**src/cbg_pkg.sv**
```systemverilog
// package: constants and carrier types for the processor card glue logic
package cbg_pkg;
   // core clock 250 MHz, period in ps
   localparam int CLK_PERIOD_PS = 4000;
   // power-on reset hold time in ms, converted to core cycles
   localparam int POR_HOLD_MS = 10;
   // cycles per ms first, so the product stays inside a 32-bit int
   localparam int POR_HOLD_CYC = POR_HOLD_MS * (1000000000 / CLK_PERIOD_PS);
   // master tick: 24MHz derived from 250MHz by a fractional accumulator
   localparam int MASTER_NUM = 24;
   localparam int MASTER_DEN = 250;
   localparam logic [8:0] ACC_RST = 9'h000;
   // first stage divides by three
   localparam logic [1:0] DIV3_LAST = 2'h2;
   localparam logic [1:0] DIV3_RST = 2'h0;
   localparam logic [2:0] STG2_RST = 3'h0;
   localparam logic [2:0] STG3_RST = 3'h0;
   // address decode values
   localparam logic [3:0] BLOCK0_HI = 4'h0;
   localparam logic [1:0] ADAPTOR_A10_9 = 2'h3;
   localparam logic [1:0] ROM_C000_HI = 2'h3;
   localparam logic [2:0] ROM_E000_HI = 3'h7;
   localparam logic [3:0] ROM_F000_HI = 4'hF;

   typedef enum logic [1:0]
   {
      CBG_CLK_1M = 2'h0,
      CBG_CLK_2M = 2'h1,
      CBG_CLK_3M = 2'h3
   } cbg_clk_sel_e;

   typedef enum logic [1:0]
   {
      CBG_RUN = 2'h0,
      CBG_HALT_PEND = 2'h1,
      CBG_HALT = 2'h3
   } cbg_dma_e;

   typedef struct packed
   {
      logic ram_sel_n;
      logic adaptor_sel_n;
      logic rom_c000_n;
      logic rom_e000_n;
      logic rom_f000_n;
      logic low_block_select_n;
   } cbg_dec_s;

   typedef struct packed
   {
      logic clk12;
      logic clk8;
      logic clk6;
      logic clk4;
      logic clk3;
      logic clk2;
      logic clk1;
   } cbg_clks_s;
endpackage

```
**src/cbg_sync.sv**
```systemverilog
// three-flop input synchroniser with agreement filter
`timescale 1ns/10ps
module cbg_sync #(
   parameter logic INIT = 1'b1
) (
   input wire logic core_clk,
   input wire logic rst,
   input wire logic din,
   output logic dout
);
   typedef struct packed
   {
      logic s1;
      logic s2;
      logic s3;
      logic q;
   } cbg_sync_s;

   cbg_sync_s st_r;
   cbg_sync_s st_nxt;

   always_comb
   begin
      st_nxt = st_r;
      st_nxt.s1 = din;
      st_nxt.s2 = st_r.s1;
      st_nxt.s3 = st_r.s2;
      // change counts once second and third stages agree
      if (st_r.s2 == st_r.s3)
      begin
         st_nxt.q = st_r.s3;
      end
   end

   always_ff @(posedge core_clk or posedge rst)
   begin
      if (rst)
      begin
         st_r <= {INIT, INIT, INIT, INIT};
      end
      else
      begin
         st_r <= st_nxt;
      end
   end

   assign dout = st_r.q;
endmodule

```
**src/cbg_clkdiv.sv**
```systemverilog
// master tick generation and the three-stage clock divider
`timescale 1ns/10ps
module cbg_clkdiv (
   input wire logic core_clk,
   input wire logic rst,
   output logic master_tick,
   output cbg_pkg::cbg_clks_s clks,
   output logic clk1_fall
);
   typedef struct packed
   {
      logic [8:0] acc;
      logic tick;
      logic [1:0] div3;
      logic [2:0] stg2;
      logic [2:0] stg3;
      logic fall;
   } cbg_div_s;

   cbg_div_s st_r;
   cbg_div_s st_nxt;
   logic en8;
   logic carry2;

   // stage one QA: high on the third master cycle
   assign en8 = (st_r.div3 == cbg_pkg::DIV3_LAST);
   // carry stays low until the count enable is high
   assign carry2 = en8 && (st_r.stg2 == 3'h7);

   always_comb
   begin
      st_nxt = st_r;
      st_nxt.fall = 1'b0;
      if (st_r.acc >= 9'(cbg_pkg::MASTER_DEN - cbg_pkg::MASTER_NUM))
      begin
         st_nxt.acc = 9'(st_r.acc + cbg_pkg::MASTER_NUM - cbg_pkg::MASTER_DEN);
         st_nxt.tick = 1'b1;
      end
      else
      begin
         st_nxt.acc = 9'(st_r.acc + cbg_pkg::MASTER_NUM);
         st_nxt.tick = 1'b0;
      end
      if (st_r.tick)
      begin
         // clear every third master cycle
         if (en8)
         begin
            st_nxt.div3 = cbg_pkg::DIV3_RST;
         end
         else
         begin
            st_nxt.div3 = 2'(st_r.div3 + 2'h1);
         end
         if (en8)
         begin
            st_nxt.stg2 = 3'(st_r.stg2 + 3'h1);
         end
         // cleared by inverted carry, aligned to the 1MHz edge
         if (carry2)
         begin
            st_nxt.stg3 = cbg_pkg::STG3_RST;
            st_nxt.fall = 1'b1;
         end
         else
         begin
            st_nxt.stg3 = 3'(st_r.stg3 + 3'h1);
         end
      end
   end

   always_ff @(posedge core_clk or posedge rst)
   begin
      if (rst)
      begin
         st_r <= '{cbg_pkg::ACC_RST, 1'b0, cbg_pkg::DIV3_RST, cbg_pkg::STG2_RST,
                   cbg_pkg::STG3_RST, 1'b0};
      end
      else
      begin
         st_r <= st_nxt;
      end
   end

   assign master_tick = st_r.tick;
   assign clk1_fall = st_r.fall;
   // third stage bits give 12, 6 and 3 MHz; 24 ticks per clear keeps all in step
   assign clks = '{clk12: st_r.stg3[0], clk8: en8, clk6: st_r.stg3[1],
                   clk4: st_r.stg2[0], clk3: st_r.stg3[2], clk2: st_r.stg2[1],
                   clk1: st_r.stg2[2]};

   CVR_CLK1_FALL: cover property (@(posedge core_clk) disable iff (rst) st_r.fall);

   AST_DIV3_WRAP: assert property (@(posedge core_clk) disable iff (rst)
      st_r.tick && en8 |=> st_r.div3 == cbg_pkg::DIV3_RST)
      else $error("first stage did not clear on third cycle");
   AST_STG2_HOLD: assert property (@(posedge core_clk) disable iff (rst)
      st_r.tick && !en8 |=> $stable(st_r.stg2))
      else $error("second stage advanced without enable");
   AST_STG3_CLR: assert property (@(posedge core_clk) disable iff (rst)
      st_r.tick && carry2 |=> st_r.stg3 == cbg_pkg::STG3_RST)
      else $error("third stage not cleared by carry");
   AST_CARRY_QUAL: assert property (@(posedge core_clk) disable iff (rst)
      !en8 |-> !carry2)
      else $error("carry high without count enable");
endmodule

```
**src/cbg_glue.sv**
```systemverilog
// top: processor card glue logic (reset, decode, clocks, wait, dma halt, strobes)
//
// Contract
// - hold active-low reset about 10 ms after power up, then release
// - block zero when address 15..12 all zero; drive low block indication
// - address 11 low selects RAM; full size covers 0000..07FF
// - half size RAM also needs address 10 low; 0000..03FF only
// - address 11, 10, 9 high in block zero selects adaptor, 0E00..0FFF
// - RAM or adaptor select inhibits backplane data buffer
// - three ROM selects: C000, E000, F000 upward; one routed to ROM
// - ROM select inhibits backplane buffer during processor reads
// - derive 12, 8, 6, 4, 3, 2, 1 MHz aligned to 1MHz falling edge
// - processor clock selectable as 1, 2 or 3 MHz through wait gating
// - first stage divides master by three, output enables next stage
// - second stage advances every third master cycle, gives 4, 2, 1 MHz
// - second stage carry stays low until its enable is high
// - slow access low forces processor clock high at next rising edge
// - slow access high again releases the wait and passes the clock
// - dma request high keeps ready high; same level drives grant
// - dma request low during read drops ready at next processor edge
// - while halted, address and direction and strobe drivers released
// - dma request high again raises ready at next processor edge
// - strobes only during phase two, read or write by direction
// - direction high for data into processor, low for data out
// - a halt requested during a write waits until the write ends
`timescale 1ns/10ps
module cbg_glue #(
   parameter int POR_CYC = cbg_pkg::POR_HOLD_CYC
) (
   input wire logic core_clk,
   input wire logic rst,
   input wire logic [15:0] cpu_addr,
   input wire logic cpu_dir,
   input wire logic cpu_phi2,
   input wire logic slow_access_ok,
   input wire logic dma_request_n,
   input wire logic clk_sel_fast,
   input wire logic clk_sel_slow,
   input wire logic clk_sel_mid,
   input wire logic ram_full_size_opt,
   input wire logic ram_half_size_opt,
   input wire logic [1:0] rom_map_header,
   output logic power_on_reset_n,
   output logic low_block_select_n,
   output logic ram_sel_n,
   output logic adaptor_sel_n,
   output logic [2:0] rom_range_n,
   output logic rom_sel_n,
   output logic buf_inhibit,
   output cbg_pkg::cbg_clks_s bus_clks,
   output logic cpu_clk,
   output logic cpu_ready,
   output logic halt_active,
   output logic dma_grant_n,
   output logic [15:0] addr_out,
   output logic addr_oe,
   output logic bus_dir,
   output logic read_strobe_n,
   output logic write_strobe_n,
   output logic ctl_oe
);
   localparam int PW = $clog2(POR_CYC + 1);

   typedef struct packed
   {
      logic [PW-1:0] por_cnt;
      logic por_n;
      cbg_pkg::cbg_dec_s dec;
      logic [2:0] rom_rng;
      logic rom_sel;
      logic buf_inh;
      cbg_pkg::cbg_clks_s clks;
      logic sel_prev;
      logic wait_q;
      logic cpu_clk;
      cbg_pkg::cbg_dma_e dma;
      logic [15:0] addr;
      logic dir;
      logic rds_n;
      logic wds_n;
      logic oe;
      logic halt;
   } cbg_top_s;

   cbg_top_s st_r;
   cbg_top_s st_nxt;
   logic clk1_fall;
   cbg_pkg::cbg_clks_s clks;
   logic ready_s;
   logic dreq_s;
   logic sel_clk;
   logic sel_rise;
   logic in_block0;
   logic ram_hit;
   cbg_pkg::cbg_clk_sel_e clk_mode;

   cbg_sync #(.INIT(1'b1)) u_sync_ready (
      .core_clk(core_clk),
      .rst(rst),
      .din(slow_access_ok),
      .dout(ready_s)
   );

   // unconnected request reads as high through the pull-up
   cbg_sync #(.INIT(1'b1)) u_sync_dreq (
      .core_clk(core_clk),
      .rst(rst),
      .din(dma_request_n),
      .dout(dreq_s)
   );

   cbg_clkdiv u_div (
      .core_clk(core_clk),
      .rst(rst),
      .master_tick(),
      .clks(clks),
      .clk1_fall(clk1_fall)
   );

   always_comb
   begin
      if (clk_sel_fast)
      begin
         clk_mode = cbg_pkg::CBG_CLK_3M;
      end
      else if (clk_sel_mid)
      begin
         clk_mode = cbg_pkg::CBG_CLK_2M;
      end
      else
      begin
         clk_mode = cbg_pkg::CBG_CLK_1M;
      end
   end

   always_comb
   begin
      case (clk_mode)
         cbg_pkg::CBG_CLK_3M: sel_clk = clks.clk3;
         cbg_pkg::CBG_CLK_2M: sel_clk = clks.clk2;
         default: sel_clk = clks.clk1;
      endcase
   end

   assign sel_rise = sel_clk && !st_r.sel_prev;
   assign in_block0 = (cpu_addr[15:12] == cbg_pkg::BLOCK0_HI);
   // half size wins only when full size link absent
   assign ram_hit = in_block0 && !cpu_addr[11]
      && (ram_full_size_opt || !(ram_half_size_opt && cpu_addr[10]));

   always_comb
   begin
      st_nxt = st_r;
      // power-on reset counter
      if (!st_r.por_n)
      begin
         if (st_r.por_cnt == PW'(POR_CYC - 1))
         begin
            st_nxt.por_n = 1'b1;
         end
         else
         begin
            st_nxt.por_cnt = PW'(st_r.por_cnt + 1'b1);
         end
      end
      st_nxt.dec.low_block_select_n = !in_block0;
      st_nxt.dec.ram_sel_n = !ram_hit;
      st_nxt.dec.adaptor_sel_n = !(in_block0 && cpu_addr[11]
         && cpu_addr[10:9] == cbg_pkg::ADAPTOR_A10_9);
      st_nxt.rom_rng[0] = !(cpu_addr[15:14] == cbg_pkg::ROM_C000_HI);
      st_nxt.rom_rng[1] = !(cpu_addr[15:13] == cbg_pkg::ROM_E000_HI);
      st_nxt.rom_rng[2] = !(cpu_addr[15:12] == cbg_pkg::ROM_F000_HI);
      if (rom_map_header == 2'h0)
      begin
         st_nxt.rom_sel = st_nxt.rom_rng[0];
      end
      else if (rom_map_header == 2'h1)
      begin
         st_nxt.rom_sel = st_nxt.rom_rng[1];
      end
      else
      begin
         st_nxt.rom_sel = st_nxt.rom_rng[2];
      end
      st_nxt.buf_inh = !st_nxt.dec.ram_sel_n || !st_nxt.dec.adaptor_sel_n
         || (!st_nxt.rom_sel && cpu_dir);
      // every divided clock registered each cycle; counters share one reset
      st_nxt.clks = clks;
      // wait gating: capture on rising edge of selected clock
      st_nxt.sel_prev = sel_clk;
      if (!ready_s && sel_rise)
      begin
         st_nxt.wait_q = 1'b1;
      end
      else if (ready_s)
      begin
         st_nxt.wait_q = 1'b0;
      end
      st_nxt.cpu_clk = sel_clk || st_nxt.wait_q;
      // dma halt handshake on rising processor clock
      case (st_r.dma)
         cbg_pkg::CBG_RUN:
         begin
            if (!dreq_s)
            begin
               st_nxt.dma = cbg_pkg::CBG_HALT_PEND;
            end
         end
         cbg_pkg::CBG_HALT_PEND:
         begin
            if (dreq_s)
            begin
               st_nxt.dma = cbg_pkg::CBG_RUN;
            end
            else if (sel_rise && !st_r.wait_q && cpu_dir)
            begin
               st_nxt.dma = cbg_pkg::CBG_HALT;
            end
         end
         cbg_pkg::CBG_HALT:
         begin
            if (dreq_s && sel_rise && !st_r.wait_q)
            begin
               st_nxt.dma = cbg_pkg::CBG_RUN;
            end
         end
         default: st_nxt.dma = cbg_pkg::CBG_RUN;
      endcase
      st_nxt.oe = (st_nxt.dma != cbg_pkg::CBG_HALT);
      st_nxt.halt = (st_nxt.dma == cbg_pkg::CBG_HALT);
      st_nxt.addr = cpu_addr;
      st_nxt.dir = cpu_dir;
      st_nxt.rds_n = !(cpu_phi2 && cpu_dir);
      st_nxt.wds_n = !(cpu_phi2 && !cpu_dir);
   end

   // all state in core clock domain
   always_ff @(posedge core_clk or posedge rst)
   begin
      if (rst)
      begin
         st_r <= '{por_cnt: '0, por_n: 1'b0, dec: '1, rom_rng: 3'h7, rom_sel: 1'b1,
                   buf_inh: 1'b0, clks: '0, sel_prev: 1'b0, wait_q: 1'b0,
                   cpu_clk: 1'b0, dma: cbg_pkg::CBG_RUN, addr: 16'h0000,
                   dir: 1'b1, rds_n: 1'b1, wds_n: 1'b1, oe: 1'b1, halt: 1'b0};
      end
      else
      begin
         st_r <= st_nxt;
      end
   end

   assign power_on_reset_n = st_r.por_n;
   assign low_block_select_n = st_r.dec.low_block_select_n;
   assign ram_sel_n = st_r.dec.ram_sel_n;
   assign adaptor_sel_n = st_r.dec.adaptor_sel_n;
   assign rom_range_n = st_r.rom_rng;
   assign rom_sel_n = st_r.rom_sel;
   assign buf_inhibit = st_r.buf_inh;
   assign bus_clks = st_r.clks;
   assign cpu_clk = st_r.cpu_clk;
   assign cpu_ready = st_r.oe;
   assign halt_active = st_r.halt;
   assign dma_grant_n = st_r.oe;
   assign addr_out = st_r.addr;
   assign addr_oe = st_r.oe;
   assign bus_dir = st_r.dir;
   assign read_strobe_n = st_r.rds_n;
   assign write_strobe_n = st_r.wds_n;
   assign ctl_oe = st_r.oe;

   AST_POR_HOLD: assert property (@(posedge core_clk) disable iff (rst)
      $rose(power_on_reset_n) |-> st_r.por_cnt == PW'(POR_CYC - 1))
      else $error("reset released at wrong count");
   AST_BLOCK0: assert property (@(posedge core_clk) disable iff (rst)
      cpu_addr[15:12] == 4'h0 |=> !low_block_select_n)
      else $error("block zero not indicated");
   AST_RAM_HALF: assert property (@(posedge core_clk) disable iff (rst)
      !ram_full_size_opt && ram_half_size_opt && cpu_addr[15:10] == 6'h01 |=> ram_sel_n)
      else $error("half size ram answered upper kilobyte");
   AST_ADAPTOR: assert property (@(posedge core_clk) disable iff (rst)
      cpu_addr[15:9] == 7'h07 |=> !adaptor_sel_n && buf_inhibit)
      else $error("adaptor select or inhibit missing");
   AST_ROM_F000: assert property (@(posedge core_clk) disable iff (rst)
      cpu_addr[15:12] == 4'hF |=> rom_range_n == 3'h0)
      else $error("rom ranges wrong at top page");
   AST_WAIT_HIGH: assert property (@(posedge core_clk) disable iff (rst)
      st_r.wait_q && !ready_s |=> cpu_clk)
      else $error("processor clock not held high during wait");
   AST_HALT_NO_WRITE: assert property (@(posedge core_clk) disable iff (rst)
      st_r.dma == cbg_pkg::CBG_HALT_PEND && !cpu_dir |=> !halt_active)
      else $error("halt entered during write");
   AST_HALT_RELEASE: assert property (@(posedge core_clk) disable iff (rst)
      halt_active |-> !addr_oe && !ctl_oe && !dma_grant_n)
      else $error("drivers enabled while halted");
   AST_STROBES: assert property (@(posedge core_clk) disable iff (rst)
      !cpu_phi2 |=> read_strobe_n && write_strobe_n)
      else $error("strobe outside phase two");
   AST_CLK_ALIGN: assert property (@(posedge core_clk) disable iff (rst)
      clk1_fall |=> bus_clks == '0)
      else $error("divided clocks not aligned to 1MHz fall");

   CVR_WAIT: cover property (@(posedge core_clk) disable iff (rst) $rose(st_r.wait_q));
   CVR_HALT: cover property (@(posedge core_clk) disable iff (rst) $rose(halt_active));
   CVR_UNHALT: cover property (@(posedge core_clk) disable iff (rst) $fell(halt_active));
endmodule

```
**config.mk**
```make
export PLATFORM = sky130hd
export DESIGN_NAME = cbg_glue
export DESIGN_NICKNAME = d
export VERILOG_FILES = /design/src/cbg_pkg.sv /design/src/cbg_sync.sv /design/src/cbg_clkdiv.sv /design/src/cbg_glue.sv
export SDC_FILE = /design/constraint.sdc
export NUM_CORES = 1
export LEC_CHECK = 0
export ABC_CLOCK_PERIOD_IN_PS = 3900
export BUFFER_PORTS_ARGS = -buffer_cell sky130_fd_sc_hd__buf_2
export CORE_MARGIN = 2
export CORE_UTILIZATION = 35
export DETAILED_ROUTE_END_ITERATION = 12
export GPL_ROUTABILITY_DRIVEN = 0
export PLACE_DENSITY = 0.52
export SKIP_CTS_REPAIR_TIMING = 1
export SYNTH_ARGS = -nofsm -noshare
export SYNTH_HDL_FRONTEND = slang
export SYNTH_SLANG_ARGS = --single-unit
```
**constraint.sdc**
```tcl
create_clock -name core_clk -period 3.9 [get_ports core_clk]
set_clock_uncertainty 0.1 [all_clocks]
set_input_delay 0.585 -clock core_clk [delete_from_list [all_inputs] [get_ports core_clk]]
set_output_delay 0.585 -clock core_clk [all_outputs]
set_load 0.01 [all_outputs]
```
==> results of run 1 <==
## cells in the final DEF (no fill, tap or decap), types with 3 or more instances in the layout
| master | Yosys | layout |
|---|---|---|
| dfstp_2 | 19 | 19 |
| a21oi_1 | 7 | 7 |
| buf_2 | 0 | 68 |
| nand3_1 | 16 | 16 |
| inv_1 | 17 | 16 |
| ha_1 | 8 | 8 |
| mux2_2 | 3 | 3 |
| a31oi_1 | 3 | 3 |
| nor3_1 | 6 | 6 |
| clkbuf_8 | 0 | 9 |
| xnor2_1 | 23 | 23 |
| o21ai_0 | 9 | 9 |
| nor2b_1 | 3 | 3 |
| o21a_1 | 3 | 3 |
| and3_1 | 7 | 7 |
| nand4_1 | 10 | 10 |
| xor2_1 | 7 | 7 |
| nor2_1 | 13 | 13 |
| nor4_1 | 4 | 4 |
| nand2_1 | 13 | 13 |
| dfrtp_1 | 70 | 70 |
## cells in the mapped netlist, types with 4 or more instances
| cell | instances | share of area (%) |
|---|---|---|
| a21oi_1 | 7 | 0.97 |
| and3_1 | 7 | 1.2 |
| buf_4 | 29 | 6.0 |
| dfrtp_1 | 70 | 49 |
| dfstp_2 | 19 | 14 |
| ha_1 | 8 | 2.8 |
| inv_1 | 17 | 1.8 |
| nand2_1 | 13 | 1.4 |
| nand3_1 | 16 | 2.2 |
| nand4_1 | 10 | 1.7 |
| nor2_1 | 13 | 1.4 |
| nor3_1 | 6 | 0.83 |
| nor4_1 | 4 | 0.69 |
| o21ai_0 | 9 | 1.3 |
| xnor2_1 | 23 | 5.6 |
| xor2_1 | 7 | 1.7 |
## flip-flops by register name (all words and copies together), names as in the netlist, 2 cells and up
register	flops
st_r	26
addr_out	16
u_div.st_r	10
bus_clks	7
u_div.clks	6
rom_range_n	3
u_sync_dreq.st_nxt	2
u_sync_ready.st_nxt	2
## where the power goes
part	internal, mW	switching [mW]
registers	0.954	0.00909
logic	0.0311	0.0485
clock network	0.364	0.323
total	1.35	0.381
## stage by stage
stage / cells / utilization, % / instance area, sq um / total power, mW / hold slack [ps]
2_1_floorplan: 293 / - / 3600 / 1.03 / 245
6_report: 484 / 40.6 / 4110 / 1.73 / 99.7
4_1_cts: 484 / 40.6 / 4110 / 1.76 / 87.0
3_5_place_dp: 468 / 38.4 / 3900 / 1.06 / 254
5_1_grt: 484 / 40.6 / 4110 / 1.82 / 109
3_3_place_gp: 468 / 38.4 / 3900 / 1.06 / 255
## worst min path at each step
| stage | to | slack (ps) | cells past startpoint |
|---|---|---|---|
| after global routing | u_div.st_r[15] | 110 | 2 |
| after global placement | u_sync_dreq.st_nxt[1] | 260 | 0 |
| after floorplan | u_sync_dreq.st_nxt[1] | 250 | 0 |
| final | u_div.st_r[15] | 100 | 2 |
| after CTS | u_div.st_r[15] | 90 | 2 |
| after detailed placement | u_sync_dreq.st_nxt[1] | 250 | 0 |
## layer usage
| metal | global-route usage [%] | vias up |
|---|---|---|
| met1 | 14.8 | 1025 |
| met5 | 0 | - |
| li1 | - | 1057 |
| met3 | 3.71 | 9 |
| met4 | 6.19 | 0 |
| met2 | 17.1 | 62 |
## layout make-up
class                   count  area share [%]
well taps                 136            4.14
clock buffers              10            3.10
multi-input cells         156            25.6
repair buffers             70            8.64
flip-flops and latches     89            54.7
clock inverters             6            2.19
inverters                  17            1.58
## cell families (layout without fill, tap and decap cells)
family	Yosys count	after routing
DFF	89	89
xor gates and xnor gates	30	30
AOI/OAI and AO/OA	27	27
adders and majority gates	10	10
buffers and inverters	48	103
and+or+nand+nor	82	82
muxes	7	7
==> results.json, run 1 <==
{
  "outcome": "finished clean",
  "insertion_delay_ps": 350,
  "die_area_sq_um": 11100,
  "vias": 2153,
  "portBuffers": 68,
  "multi_input_area_sq_um": 1050,
  "cts_tree": "built",
  "top_layer": "met4",
  "synth_seq_cells": 89,
  "critPathMaxStageDelay_ps": 550,
  "fin_crit_sh_pct": 53.5,
  "clockRootBuffer": "clkbuf_8",
  "antenna_left": 0,
  "cp-startpoint": "st_r[54]",
  "synth_xor_area_share_pct": 7.29,
  "cp_data_required_time_ps": 4040,
  "firstDrtPassIters": 4,
  "vias_per_cell": 4.45,
  "cts.sinks": 89,
  "grt_first_pass_wirelength_um": 10300,
  "hold_viol_final": 0,
  "fillers": 965,
  "yosys.cell_types.count": 36,
  "globalRouteOverflowTotal": 0,
  "synth-simple-area-share_pct": 12.2,
  "grt_antenna_before_repair": 0,
  "cap_violations": 0,
  "setup_tns_ps": 0,
  "diodes": 0,
  "wirelength_um": 5740,
  "setup_viol": 0,
  "maxSlewHeadroom_pct": 65.7,
  "cp.arrival_ps": 2220,
  "drt_iter0_markers": 97,
  "critical_path.cell_chain": "nor4_1, nand2b_1, or3_1, nor2b_4, mux2_4",
  "syn_to_final_growth_pct": 14.2,
  "drive_gt1_share_pct": 31.3,
  "post-route-drc-count": 0,
  "cts_buffer_depth": 2,
  "die_width_um": 105,
  "rsz0062_at_grt": "false",
  "synth_top_family_by_area": "simple AND/OR/NAND/NOR gates",
  "ys_seq_area_share_pct": 62.5,
  "dp_slack_ps": 1820,
  "timing.final.ws_setup_ps": 1810,
  "synth_warnings": 0,
  "track_usage_pct": 11.5,
  "dp_hpwl_um": 4120,
  "fin_nets": 380,
  "register_area_sq_um": 2250,
  "core_area_sq_um": 10100,
  "path_clk_slew_ps": 80,
  "async_reset_ff_share_pct": 100,
  "detail_route.wl_per_cell_um": 11.9,
  "m1WireLength_um": 2670,
  "ios": 70,
  "end_kind": "register",
  "h-tree-depth": 3,
  "crit_slowest_cell": "or3_1",
  "initial_core_util_pct": 35.5,
  "reg2reg_from": "st_r[54]",
  "die_h_um": 105,
  "start_kind": "register",
  "fmax_mhz": 480,
  "synth_cells": 293,
  "critPathKind": "register to register",
  "dr_wl_met2_um": 2560,
  "p_leak_nw": 1.89,
  "worst-r2r-cell-count": 5,
  "path_depth": 5,
  "crit_fanout": 10,
  "avgSynthCellArea_sq_um": 12.3,
  "rows": 37,
  "synth_nets": 330,
  "cp-endpoint": "st_r[46]",
  "maxSlewViolCount": 0,
  "cp_top_family": "simple AND/OR/NAND/NOR gates",
  "r2r-end": "st_r[46]",
  "dr_wl_met3_um": 397,
  "muxShareOfSynthArea_pct": 2.22,
  "synth_edf_count": 0,
  "synth_area_sq_um": 3600,
  "synth-compound-area-share_pct": 4.24,
  "worst-path-buf-inv": 0,
  "grt_max_degree": 38,
  "peakVddDrop_uv": 203,
  "fin_crit_ps": 2090,
  "hold_path.class": "primary input to asynchronous set/reset pin",
  "synthAdderAreaFrac_pct": 3.33,
  "cts_buffers": 9,
  "worst_pin_slew_ps": 512,
  "power_density_nw_per_um2": 420,
  "synth-main-ff-cell": "dfrtp_1",
  "ff2ff_setup_slack_ps": 1810,
  "grt_pass1_vias": 2230
}
Note: power is estimated with default switching activity, not from simulation.
==> inputs of run 2 (changes only) <==
--- a/config.mk
+++ b/config.mk
@@ -5,7 +5,7 @@
 export SDC_FILE = /design/constraint.sdc
 export NUM_CORES = 1
 export LEC_CHECK = 0
-export ABC_CLOCK_PERIOD_IN_PS = 3900
+export ABC_CLOCK_PERIOD_IN_PS = 2100
 export BUFFER_PORTS_ARGS = -buffer_cell sky130_fd_sc_hd__buf_2
 export CORE_MARGIN = 2
 export CORE_UTILIZATION = 35
==> constraint.sdc (replaced) <==
create_clock -name core_clk -period 2.1 [get_ports core_clk]
set_clock_uncertainty 0.1 [all_clocks]
set_input_delay 0.315 -clock core_clk [delete_from_list [all_inputs] [get_ports core_clk]]
set_output_delay 0.315 -clock core_clk [all_outputs]
set_load 0.01 [all_outputs]
==> run 2 against run 1 <==
Net effect:
- the run now ends with hold timing left
- die area did not move
- via count up 2.7%
- clock power rose by 72%
- final area increased by 4.4%
- fmax up 8.7%
- non-clock buffer count is 19 higher
- register-to-register slack got worse by 1600 ps
- sequential cell count unchanged
- utilization is 1.8 points higher
- power is 82% higher
- clock-buffer cell count down 1
- hold slack lost 120 ps
==> results.json, run 2 (synthesized netlist as in run 1, its figures left out) <==
{
  "outcome": "finished, violations left",
  "violations": "hold timing",
  "diodes": 0,
  "top_layer": "met4",
  "die_area_sq_um": 11100,
  "cp.arrival_ps": 2050,
  "cts_buffers": 9,
  "cp_top_family": "simple AND/OR/NAND/NOR gates",
  "grt_max_degree": 90,
  "core_area_sq_um": 10100,
  "track_usage_pct": 11.3,
  "r2r-end": "st_r[46]",
  "p_total_mw": 3.15,
  "finish.utilization_pct": 42.4,
  "initial_core_util_pct": 35.5,
  "cts_buffer_depth": 2,
  "fmax_mhz": 521,
  "ff2ff_setup_slack_ps": 180,
  "worst-path-buf-inv": 0,
  "cp_data_required_time_ps": 2240,
  "largest-register": "st_r",
  "m1WireLength_um": 2840,
  "dr_wl_met3_um": 302,
  "dp_cells": 470,
  "crit_fanout": 4,
  "portBuffers": 68,
  "fillers": 947,
  "drt_iter0_markers": 67,
  "start_kind": "register",
  "critPathKind": "register to register",
  "grt_pass1_vias": 2114,
  "path_clk_slew_ps": 90,
  "die_width_um": 105,
  "fin_crit_sh_pct": 91.4,
  "stdcell_area_sq_um": 4300,
  "mostFrequentLayoutCell": "dfrtp_1",
  "hold_viol_final": 36,
  "cap_violations": 0,
  "syn_to_final_growth_pct": 19.3,
  "antenna_left": 0,
  "critPathMaxStageDelay_ps": 420,
  "largest_reg_flops": 26,
  "place_area_sq_um": 3930,
  "ios": 70,
  "holdWs_ps": -24.3,
  "critical_path.cell_chain": "nor4_1, nand2b_1, or3_1, nor2b_4, mux2_4",
  "setup_viol": 0,
  "die_h_um": 105,
  "globalRouteOverflowTotal": 0,
  "peakVddDrop_uv": 300,
  "vias": 2211,
  "worst-r2r-cell-count": 5,
  "cts_tree": "built",
  "crit_slowest_cell": "dfrtp_1",
  "dr_wl_met2_um": 2730,
  "timing.final.ws_setup_ps": 182,
  "end_kind": "register",
  "grt_antenna_before_repair": 0,
  "p_leak_nw": 1.96,
  "power_density_nw_per_um2": 732,
  "h-tree-depth": 3,
  "setup_tns_ps": 0,
  "reg2reg_from": "st_r[64]",
  "maxSlewViolCount": 0,
  "dp_slack_ps": 177,
  "instances_no_fill": 503,
  "clockRootBuffer": "clkbuf_8",
  "firstDrtPassIters": 4,
  "maxSlewHeadroom_pct": 65.3,
  "post-route-drc-count": 0,
  "hold_path.class": "primary input to asynchronous set/reset pin",
  "vias_per_cell": 4.40,
  "fin_nets": 399,
  "drive_gt1_share_pct": 30.8,
  "layout_common_cells": "dfrtp_1 (70), buf_2 (68), xnor2_1 (23)",
  "grt_first_pass_wirelength_um": 9950,
  "dp_hpwl_um": 4030,
  "fin_crit_ps": 1920,
  "wirelength_um": 6000,
  "cts.sinks": 89,
  "rows": 37,
  "rsz0062_at_grt": "false",
  "worst_pin_slew_ps": 516,
  "detail_route.wl_per_cell_um": 11.9,
  "insertion_delay_ps": 350
}
-- run 2: worst max path at each step --
| stage | depth (start not counted) | slack, ps | endpoint | start |
|---|---|---|---|---|
| 2_1_floorplan | 6 | 190 | st_r[46] | st_r[54] |
| 3_3_place_gp | 5 | 190 | st_r[46] | st_r[54] |
| 3_5_place_dp | 5 | 180 | st_r[46] | st_r[64] |
| 4_1_cts | 5 | 160 | st_r[46] | st_r[64] |
| 5_1_grt | 5 | 50 | st_r[46] | st_r[64] |
| 6_report | 5 | 180 | st_r[46] | st_r[64] |
-- run 2: worst reg2reg max path: cells and delay by family (launching register included) --
kind	cells	cell delay [ps]
DFF	1	420
muxes	1	300
and+or+nand+nor	4	1000
-- run 2: where the power goes --
part	total (mW)	switching, mW	internal [mW]	leakage (nW)
logic	0.176	0.0956	0.0799	0.788
clock network	1.18	0.623	0.558	0.0962
registers	1.79	0.0178	1.77	1.08
-- run 2: routing by layer --
layer / GRT usage, % / vias up
li1: - / 1097
met2: 17.3 / 61
met1: 15.0 / 1042
met4: 6.29 / 0
met5: 0 / -
met3: 2.29 / 11
-- run 2: final cells by class --
cell class / count / area, sq um / share of cell area, %
clock buffer: 9 / 124 / 2.88
clock inverter: 7 / 76.3 / 1.78
inverter: 17 / 67.6 / 1.57
multi-input combinational: 156 / 1050 / 24.5
sequential: 89 / 2250 / 52.4
tap: 136 / 170 / 3.96
timing repair buffer: 89 / 553 / 12.9
==> inputs of run 3 (changes only) <==
--- a/config.mk
+++ b/config.mk
@@ -8,10 +8,11 @@
 export ABC_CLOCK_PERIOD_IN_PS = 2100
 export BUFFER_PORTS_ARGS = -buffer_cell sky130_fd_sc_hd__buf_2
 export CORE_MARGIN = 2
-export CORE_UTILIZATION = 35
+export CORE_UTILIZATION = 53
+export CTS_BUF_LIST = sky130_fd_sc_hd__clkbuf_4 sky130_fd_sc_hd__clkbuf_8
 export DETAILED_ROUTE_END_ITERATION = 12
 export GPL_ROUTABILITY_DRIVEN = 0
-export PLACE_DENSITY = 0.52
+export PLACE_DENSITY = 0.74
 export SKIP_CTS_REPAIR_TIMING = 1
 export SYNTH_ARGS = -nofsm -noshare
 export SYNTH_HDL_FRONTEND = slang
==> run 3 against run 2 <==
Net effect:
- the flow still finishes with violations (hold timing)
- hold slack got worse by 16 ps
- clock-buffer cell count rose by 1
- sequential power about the same
- first-iteration DRC count is 19% higher
- global-route usage rose by 5.3 points
- power is 3.7% lower
- clock power shrank 9%
- critical path type unchanged
==> results.json, run 3 (synthesized netlist as in run 1, its figures left out) <==
{
  "antenna_left": 0,
  "hold_viol_final": 31,
  "end_kind": "register",
  "maxSlewViolCount": 0,
  "cts.sinks": 89,
  "die_area_sq_um": 7470,
  "seq_power_share_pct": 59.1,
  "syn_to_final_growth_pct": 16.5,
  "drt_iter0_markers": 80,
  "peakVddDrop_uv": 318,
  "core_area_sq_um": 6680,
  "grt_first_pass_wirelength_um": 9830,
  "timing.final.ws_setup_ps": 86.1,
  "cp_data_required_time_ps": 2240,
  "switchingPower_uw": 724,
  "grt_max_degree": 90,
  "fmax_mhz": 497,
  "largest_reg_flops": 26,
  "maxSlewHeadroom_pct": 66.6,
  "firstDrtPassIters": 4,
  "vias_per_cell": 5.15,
  "grt_antenna_before_repair": 0,
  "cts_tree": "built",
  "ff2ff_setup_slack_ps": 90,
  "drive_gt1_share_pct": 30.9,
  "fin_nets": 398,
  "p_int_mw": 2.31,
  "diodes": 0,
  "outcome": "finished, violations left",
  "layout_common_cells": "dfrtp_1 (70), buf_2 (68), xnor2_1 (23)",
  "start_kind": "register",
  "worst_pin_slew_ps": 496,
  "ios": 70,
  "critPathKind": "register to register",
  "setup_tns_ps": 0,
  "power_density_nw_per_um2": 722,
  "wirelength_um": 5970,
  "fin_crit_ps": 2010,
  "clock_power_share_pct": 35.2,
  "dp_hpwl_um": 3820,
  "setup_viol": 0,
  "multi_input_area_sq_um": 1050,
  "clockRootBuffer": "clkbuf_8",
  "post-route-drc-count": 0,
  "portBuffers": 68,
  "violations": "hold timing",
  "grt_pass1_vias": 2235,
  "globalRouteOverflowTotal": 0,
  "track_usage_pct": 16.6,
  "switching_share_pct": 23.9,
  "register_area_sq_um": 2250,
  "comb_power_share_pct": 5.8,
  "die_h_um": 86.4,
  "holdWs_ps": -39.8,
  "dp_slack_ps": 187,
  "largest-register": "st_r",
  "insertion_delay_ps": 350,
  "h-tree-depth": 3,
  "cap_violations": 0,
  "p_leak_nw": 1.95,
  "rsz0062_at_grt": "false",
  "fillers": 510,
  "fin_crit_sh_pct": 95.9,
  "cp.arrival_ps": 2150,
  "path_clk_slew_ps": 90,
  "detail_route.wl_per_cell_um": 13.4,
  "vias": 2296,
  "initial_core_util_pct": 53.9,
  "mostFrequentLayoutCell": "dfrtp_1",
  "rows": 30,
  "cts_buffer_depth": 2,
  "die_width_um": 86.4,
  "cts_buffers": 9,
  "crit_fanout": 3,
  "hold_path.class": "primary input to asynchronous set/reset pin"
}
==> run 3: changes by cell type in the layout (fill, tap and decap cells not counted) <==
cell / change
bufinv_16: -1
clkbuf_4: +1
clkinv_2: -1
clkinv_4: +1
dlygate4sd3_1: -1
==> run 3: critical path, cell delays in order, from the launching register on <==
cell      delay [ps]
dfrtp_1          430
nor4_1           380
nand2b_1         140
or3_1            410
nor2b_4          150
mux2_4           290
==> run 3: layout make-up <==
class | count | area share [%]
Multi-Input combinational cell | 156 | 25.1
Inverter | 17 | 1.61
Clock buffer | 10 | 3.13
Timing Repair Buffer | 88 | 12.9
Tap cell | 80 | 2.38
Sequential cell | 89 | 53.6
Clock inverter | 6 | 1.19
==> run 3: path summary, 6_finish.rpt <==
path | cells past startpoint | from | to
worst max-delay path | 5 | st_r[54] | st_r[46]
worst min-delay path | 3 | rst | st_r[58]
worst max register to register | 5 | st_r[54] | st_r[46]
worst min register to register | 0 | u_sync_dreq.st_nxt[2] | u_sync_dreq.st_nxt[1]
max in group asynchronous | 3 | rst | rom_range_n[1]
min in group core_clk | 1 | cpu_addr[12] | addr_out[12]
==> run 3: metal layers <==
| metal | global-route usage, % | vias to the layer above | share of wire, % |
|---|---|---|---|
| met5 | 0 | - | 0 |
| met4 | 6.39 | 0 | 0.89 |
| met3 | 5.33 | 6 | 5.8 |
| met2 | 27.1 | 70 | 50 |
| met1 | 20.7 | 1133 | 44 |
| li1 | - | 1087 | - |
==> run 3: power groups by stage <==
stage	logic (mW)	registers [mW]	clock network, mW
after floorplan	0.0960	1.82	0
after global placement	0.150	1.82	0
after detailed placement	0.154	1.82	0
after CTS	0.155	1.79	1.09
after global routing	0.195	1.80	1.17
final	0.175	1.79	1.07
==> run 3: metrics by stage <==
step / std cells / total power, mW / util [%] / cell area [sq um] / hold WS, ps
after floorplan: 293 / 1.92 / - / 3610 / 219
after global placement: 414 / 1.97 / 57.7 / 3860 / 247
after detailed placement: 414 / 1.98 / 57.7 / 3860 / 249
after CTS: 430 / 3.03 / 60.4 / 4040 / -52.4
after global routing: 446 / 3.16 / 62.8 / 4200 / 14.0
final: 446 / 3.03 / 62.8 / 4200 / -39.8
